### src/core/ext_addr_pkg.sv
/*
 * Constants, types and shared decode functions for the extended-set data
 * address selector.
 * Assumes a 12-bit linear data space split into sixteen 256-byte banks.
 */
package ext_addr_pkg;

    localparam int ADDR_W = 12;
    localparam int OPERAND_W = 8;
    localparam int BANK_W = 4;
    localparam int OPCODE_W = 16;
    localparam int DEST_BIT = 9;
    localparam int ACCESS_BIT = 8;
    localparam int EXT_COUNT = 8;
    localparam int WINDOW_SPAN = 95;

    localparam logic [OPERAND_W-1:0] OFFSET_LIMIT = 8'h5f;
    localparam logic [OPERAND_W-1:0] ACCESS_SPLIT = 8'h80;
    localparam logic [BANK_W-1:0] ACCESS_LOW_BANK = 4'h0;
    localparam logic [BANK_W-1:0] ACCESS_HIGH_BANK = 4'hf;
    localparam logic [ADDR_W-1:0] ADDR_RESET = 12'h000;

    // Match and mask pairs for the added instructions
    localparam logic [EXT_COUNT-1:0][OPCODE_W-1:0] EXT_MATCH = {
        16'he800, 16'he840, 16'he880, 16'he8c0,
        16'he900, 16'he940, 16'hea00, 16'heb00
    };
    localparam logic [EXT_COUNT-1:0][OPCODE_W-1:0] EXT_MASK = {
        16'hffc0, 16'hffc0, 16'hffc0, 16'hffc0,
        16'hffc0, 16'hffc0, 16'hff00, 16'hff00
    };

    typedef enum logic [2:0] {
        MODE_NONE = 3'b000,
        MODE_INDEXED = 3'b001,
        MODE_FORCED = 3'b010,
        MODE_LONG = 3'b011,
        MODE_INDIRECT = 3'b100
    } address_mode_type;

    typedef enum logic [1:0] {
        PTR_ZERO = 2'b00,
        PTR_ONE = 2'b01,
        PTR_TWO = 2'b10
    } pointer_select_type;

    function automatic logic in_offset_range(input logic [OPERAND_W-1:0] f);
        return f <= OFFSET_LIMIT;
    endfunction

    // Access bank: low half in bank 0, high half in bank 15
    function automatic logic [ADDR_W-1:0] forced_address(input logic [OPERAND_W-1:0] f);
        return {(f < ACCESS_SPLIT) ? ACCESS_LOW_BANK : ACCESS_HIGH_BANK, f};
    endfunction

endpackage

### src/core/addr_calc_if.sv
/*
 * Carrier between the selector top and its address calculator.
 * Assumes both ends sit on the same clock.
 */
`timescale 1ns/100ps
interface addr_calc_if;
    import ext_addr_pkg::*;
    logic enable;
    logic access_bank_n;
    logic [OPERAND_W-1:0] operand;
    logic [BANK_W-1:0] bank;
    logic [ADDR_W-1:0] index_base;
    address_mode_type mode;
    logic [ADDR_W-1:0] address;

    modport calc (
        input enable,
        input access_bank_n,
        input operand,
        input bank,
        input index_base,
        output mode,
        output address
    );
    modport user (
        output enable,
        output access_bank_n,
        output operand,
        output bank,
        output index_base,
        input mode,
        input address
    );
endinterface

### src/core/extended_data_address_select.sv
/*
 * Data address selector for byte, bit and indirect operations, with the
 * indexed literal offset mode of the extended instruction set.
 * Assumes decode flags, opcode, pointers and bank come from core logic
 * on clk_sys; the address is registered on the edge after the request.
 */
// Function
// [RQ1] Remapping only when extended set enabled
// [RQ2] a=0, operand up to 5Fh: offset mode
// [RQ3] Offset plus third pointer forms target
// [RQ4] a=0, operand 60h up: access bank
// [RQ5] a=1: bank register plus operand
// [RQ6] Forced mode never reaches access below 60h
// [RQ7] Inherent and literal instructions unchanged
// [RQ8] Indirect through pointers zero, one unchanged
// [RQ9] Memory size and map unchanged
// [RQ10] Low 96 locations map to pointer window
// [RQ11] a=1 keeps bank addressing for low operands
// [RQ12] d bit 9, a bit 8, operand low byte
// [RQ13] Eight added instructions recognised when enabled
// [RQ14] Long mode concatenates bank and operand
// [RQ15] Pointers hold 12 bits, spanning memory
// [RQ16] Indexed sum wraps, pointer untouched
// [RQ17] Address formed combinationally per request; the code registers it on the next clk_sys edge
`timescale 1ns/100ps
module extended_data_address_select (
    input wire logic clk_sys,
    input wire logic nrst,
    input wire logic extended_set_enable,
    input wire logic opcode_valid,
    input wire logic [ext_addr_pkg::OPCODE_W-1:0] opcode,
    input wire logic file_access,
    input wire logic indirect_access,
    input wire ext_addr_pkg::pointer_select_type indirect_select,
    input wire logic [ext_addr_pkg::ADDR_W-1:0] indirect_pointer_zero,
    input wire logic [ext_addr_pkg::ADDR_W-1:0] indirect_pointer_one,
    input wire logic [ext_addr_pkg::ADDR_W-1:0] index_pointer_two,
    input wire logic [ext_addr_pkg::BANK_W-1:0] bank_select_register,
    output logic address_valid,
    output logic [ext_addr_pkg::ADDR_W-1:0] target_address,
    output ext_addr_pkg::address_mode_type address_mode,
    output logic dest_to_file,
    output logic extended_opcode
);
    import ext_addr_pkg::*;

    ////////////////////////////////////////////////////////////////////////////
    // Opcode fields and added-instruction decode

    logic [OPERAND_W-1:0] file_operand;
    logic access_bit;
    logic dest_bit;
    logic [EXT_COUNT-1:0] ext_hit;
    logic is_extended;

    assign file_operand = opcode[OPERAND_W-1:0]; // RQ12
    assign access_bit = opcode[ACCESS_BIT]; // RQ12
    assign dest_bit = opcode[DEST_BIT]; // RQ12

    genvar gi;
    generate
        for (gi = 0; gi < EXT_COUNT; gi++) begin : g_ext
            assign ext_hit[gi] = (opcode & EXT_MASK[gi]) == EXT_MATCH[gi];
        end
    endgenerate
    assign is_extended = extended_set_enable && (|ext_hit); // RQ13

    ////////////////////////////////////////////////////////////////////////////
    // Address calculation

    addr_calc_if calc_bus ();

    assign calc_bus.enable = extended_set_enable;
    assign calc_bus.access_bank_n = access_bit;
    assign calc_bus.operand = file_operand;
    assign calc_bus.bank = bank_select_register;
    assign calc_bus.index_base = index_pointer_two; // RQ15

    addr_mode_calc u_calc (
        .bus(calc_bus)
    );

    logic [ADDR_W-1:0] indirect_addr;
    logic next_valid;
    logic [ADDR_W-1:0] next_target;
    address_mode_type next_mode;
    logic next_dest;
    logic next_extended;

    // Indirect pointers bypass banking and the enable entirely
    assign indirect_addr = (indirect_select == PTR_ZERO) ? indirect_pointer_zero
        : (indirect_select == PTR_ONE) ? indirect_pointer_one
        : index_pointer_two; // RQ8

    // Indirect wins over a file operand; otherwise no data address
    assign next_valid = opcode_valid && (indirect_access || file_access); // RQ7
    assign next_mode = !opcode_valid ? MODE_NONE
        : indirect_access ? MODE_INDIRECT
        : file_access ? calc_bus.mode : MODE_NONE; // RQ7 RQ17
    assign next_target = !next_valid ? target_address
        : indirect_access ? indirect_addr : calc_bus.address; // RQ17
    assign next_dest = opcode_valid ? dest_bit : dest_to_file;
    assign next_extended = opcode_valid && is_extended; // RQ13

    always_ff @(posedge clk_sys) begin
        if (!nrst) begin
            address_valid <= 1'b0;
            target_address <= ADDR_RESET;
            address_mode <= MODE_NONE;
            dest_to_file <= 1'b0;
            extended_opcode <= 1'b0;
        end else begin
            address_valid <= next_valid;
            target_address <= next_target;
            address_mode <= next_mode;
            dest_to_file <= next_dest;
            extended_opcode <= next_extended;
        end
    end

    logic file_req;
    logic [ADDR_W-1:0] last_pointer_two;
    logic [ADDR_W-1:0] window_distance;
    assign file_req = opcode_valid && file_access && !indirect_access;

    // Pointer two as seen by the request behind the current target
    always_ff @(posedge clk_sys) begin
        last_pointer_two <= index_pointer_two;
    end
    assign window_distance = target_address - last_pointer_two;
endmodule // extended_data_address_select

### src/core/addr_mode_calc.sv
/*
 * Combinational mode choice and address forming for file operands.
 * Assumes the caller only uses the result for byte or bit operations.
 */
`timescale 1ns/100ps
module addr_mode_calc (
    addr_calc_if.calc bus
);
    import ext_addr_pkg::*;

    logic use_index;
    logic [ADDR_W-1:0] index_sum;
    logic [ADDR_W-1:0] long_addr;

    // Offset mode only when enabled, access forced and operand low
    assign use_index = bus.enable && !bus.access_bank_n
        && in_offset_range(bus.operand); // RQ1 RQ2 RQ6
    // Sum wraps in 12 bits; pointer itself is never written
    assign index_sum = bus.index_base + {{(ADDR_W-OPERAND_W){1'b0}}, bus.operand}; // RQ3 RQ16
    assign long_addr = {bus.bank, bus.operand}; // RQ5 RQ14

    assign bus.mode = bus.access_bank_n ? MODE_LONG
        : (use_index ? MODE_INDEXED : MODE_FORCED); // RQ11
    assign bus.address = bus.access_bank_n ? long_addr
        : (use_index ? index_sum : forced_address(bus.operand)); // RQ4 RQ9 RQ10

endmodule // addr_mode_calc

### config.mk
export PLATFORM = sky130hd
export DESIGN_NAME = extended_data_address_select
export DESIGN_NICKNAME = d
export VERILOG_FILES = /design/src/core/ext_addr_pkg.sv /design/src/core/addr_calc_if.sv /design/src/core/extended_data_address_select.sv /design/src/core/addr_mode_calc.sv
export SDC_FILE = /design/constraint.sdc
export NUM_CORES = 1
export LEC_CHECK = 0
export ABC_CLOCK_PERIOD_IN_PS = 3400
export BUFFER_PORTS_ARGS = -buffer_cell sky130_fd_sc_hd__buf_2
export CAP_MARGIN = 20
export CORE_MARGIN = 3
export CORE_UTILIZATION = 50
export CTS_CLUSTER_DIAMETER = 200
export CTS_CLUSTER_SIZE = 24
export DETAILED_ROUTE_END_ITERATION = 8
export PLACE_DENSITY = 0.87
export REMOVE_ABC_BUFFERS = 1
export SYNTH_ARGS = -nofsm -noshare
export SYNTH_HDL_FRONTEND = slang
export SYNTH_SLANG_ARGS = --single-unit
export TNS_END_PERCENT = 30
### constraint.sdc
create_clock -name clk_sys -period 3.4 [get_ports clk_sys]
set_input_delay 0.68 -clock clk_sys [delete_from_list [all_inputs] [get_ports clk_sys]]
set_output_delay 0.68 -clock clk_sys [all_outputs]
set_load 0.01 [all_outputs]
==> reports/metrics.csv <==
stage,metric,value,unit
outcome,status,finished clean,
worst_setup_path,CP startpoint,opcode[0],
placed_design,Port Buffer Count,81,
die,die footprint,3980,sq um
placed_design,placed insts,317,
global_routing,first-pass GRT wire length,7.44,mm
die,Rows,20,
layout,share of cells above drive strength 1,0.347,
global_routing,vias in the first global route,1677,
clock_network,PostCTS Resize Cnt,0,
die,Die Ht,63.1,um
logic_synthesis,Mapped Area,1630,sq um
clock_network,maximum clock insertion buffer count,2,
sta,final hold vios,0,
sta,Worst Tran Pin Value,0.688,ns
clock_network,CTS tree,built,
route,DRT Pass-1 Iters,4,
sta,Final TNS setup,0,ns
job,Max-cap violations,0,
placed_design,placed inst area,2020,sq um
placed_design,hpwl dp,3.77,mm
sta,unrepaired setup endpoints after global routing,no,
layout,Final Instance Count excl. Fillers,321,
logic_synthesis,sequential area share after synthesis,0.221,
power_and_ir_drop,Pwr Density,282,nW/um^2
worst_setup_path,cells on worst reg2reg path,3,
layout,Final Util,0.667,
sta,f_max,450,MHz
route,DRT iter0 DRCs,117,
power_and_ir_drop,Max VDD drop,0.128,mV
logic_synthesis,"Distinct cells, synth",57,
global_routing,GRT Util Overall,0.226,
logic_synthesis,Post-Synthesis Cells,202,
route,Total Routed Length,4.54,mm
logic_synthesis,Seq cells post-synth,18,
sta,Final Max Tran Viols,0,
logic_synthesis,"top cells by area, synth","dfxtp_1, mux2i_1, ha_1, nand2_1, o211ai_1",
die,initial core utilization,0.529,
worst_setup_path,R2R setup slack,2.29,ns
hold_path,Hold Path Class,flop to flop,
global_routing,GRT met2 Usage,0.381,
global_routing,GR Overflow Total,0,
worst_setup_path,arrival time worst endpoint,2.45,ns
die,I/O pin count,82,
worst_setup_path,reg2reg start,target_address[9],
route,DR WL/cell,14.2,um
clock_network,clk_lat worst skew,0.30,ns
layout,"commonest cells after routing, fill and taps aside","buf_2, nand2_1, dfxtp_1, o21ai_0, a21oi_1",
layout,Antenna Cells,0,
layout,design area,2050,sq um
sta,Fin Hold WS,0.457,ns
global_routing,met3 GRT Util,0.0303,
worst_setup_path,reg2reg end,target_address[9],
worst_setup_path,CP required,3.63,ns
clock_network,Clock H-tree levels,1,
clock_network,"Clk pin slew, worst setup/hold paths",0.11,ns
route,# DRC,0,
die,Die W,63.1,um
worst_setup_path,Critical Setup Path Class,input port to flop,
placed_design,Final GP Congestion,0.859,
clock_network,# Post-CTS Setup Buffers,0,
worst_setup_path,CP Capture Type,flop,
sta,Tcrit/Tclk final,0.653,
sta,Final min period,2.22,ns
logic_synthesis,Synth async-reset ratio,0,
logic_synthesis,"EDFF count, synth",0,
logic_synthesis,Synth Flop Type,dfxtp_1,
logic_synthesis,Synth Area per Inst,8.06,sq um
sta,setup violators final,0,
route,via count,1827,
route,antenna-violating nets left,0,
clock_network,hold_buf cts,0,
layout,"Area growth, synth to finish",26.1,%
layout,"commonest non-fill, non-tap cell in the layout",buf_2,
power_and_ir_drop,leakage,0.000992,uW
route,vias per cell,5.69,
worst_setup_path,Worst Setup Start Kind,input port,
logic_synthesis,"area leader, netlist",dfxtp_1,
global_routing,largest net degree at the start of global routing,23,
sta,worst clock skew,0,ns
global_routing,grt met1 use,0.304,
worst_setup_path,crit-path max FO,3,
clock_network,Num CTS Buffers,3,
logic_synthesis,Synth top area share,0.221,
sta,Slew HR,0.537,
worst_setup_path,crit path to,target_address[10],
clock_network,clock sinks,18,
layout,nets@finish,351,
global_routing,global routing's busiest layer,met2,
logic_synthesis,Syn. warnings,0,
global_routing,initial antenna violation count,0,
die,Core Box Area,3080,sq um
clock_network,CTS root buf,clkbuf_4,
[final cells by class]
class / count / area [sq um]
clock buffer: 4 / 36.3
tap: 44 / 55.1
inverter: 6 / 22.5
multi-input combinational: 167 / 1160
timing repair buffer: 82 / 413
fill: 287 / 1030
sequential: 18 / 360
[synth_stat cells (2+ instances only)]
library cell and count:
a211oi_1 2, a21boi_0 2, a21o_1 3, a21oi_1 14
a22oi_1 2, a31o_2 2, a31oi_1 2, and2_1 2
and3_1 2, and4b_1 3, buf_2 4, buf_6 4
clkbuf_1 2, dfxtp_1 18, ha_1 8, inv_1 6
mux2_2 3, mux2i_1 13, nand2_1 23, nand3_1 4
nand3b_1 3, nor2_1 11, nor2b_1 2, nor3_1 5
o211ai_1 11, o21a_1 2, o21ai_0 16, o311a_1 2
xor2_1 3
[registers in the layout (all words and copies together) (netlist names)]
name and cells:
address_mode 3, address_valid 1, dest_to_file 1, extended_opcode 1, target_address 12
[logic make-up (layout without fill, tap and decap cells)]
group	Yosys count	count (layout)	share of synthesized area
xor gates and xnor gates	4	4	0.0215
muxes	16	16	0.101
DFF	18	18	0.221
AOI/OAI and AO/OA	72	72	0.299
and+or+nand+nor	66	66	0.221
buffers and inverters	17	92	0.0630
adders and majority gates	9	9	0.0738
[per-stage QoR]
step,total power (uW),worst slack (ns)
finish,578,1.18
CTS,576,1.16
global route,611,0.994
floorplan,352,1.13
detailed placement,446,0.856
global placement,441,0.930
[power breakdown]
group	internal, uW	leakage (uW)	switching, uW
clock network	65.3	0.0000210	69.5
logic	97.2	0.000823	117
registers	223	0.000148	5.57
total	386	0.000992	192
[worst min-delay path by stage]
| stage | start | to | slack [ns] | cells past startpoint |
|---|---|---|---|---|
| finish | target_address[0] | target_address[0] | 0.46 | 2 |
| global route | target_address[1] | target_address[1] | 0.48 | 2 |
| detailed placement | target_address[0] | target_address[0] | 0.45 | 2 |
| CTS | target_address[0] | target_address[0] | 0.46 | 2 |
| floorplan | target_address[0] | target_address[0] | 0.48 | 2 |
| global placement | target_address[0] | target_address[0] | 0.44 | 2 |
[per-layer routing]
layer,vias to the layer above,share of wire
li1,917,-
met1,826,0.42
met2,80,0.49
met3,4,0.081
met4,0,0.0077
met5,-,0
[worst max-delay path: stages]
cell and delay, ns:
buf_2 0.09, ha_1 0.22, inv_1 0.07, fa_1 0.39, nor2b_1 0.16, o2111ai_1 0.15, a31o_2 0.25, o311a_1 0.28
a21boi_0 0.15
Power figures use the tool's default switching activity.
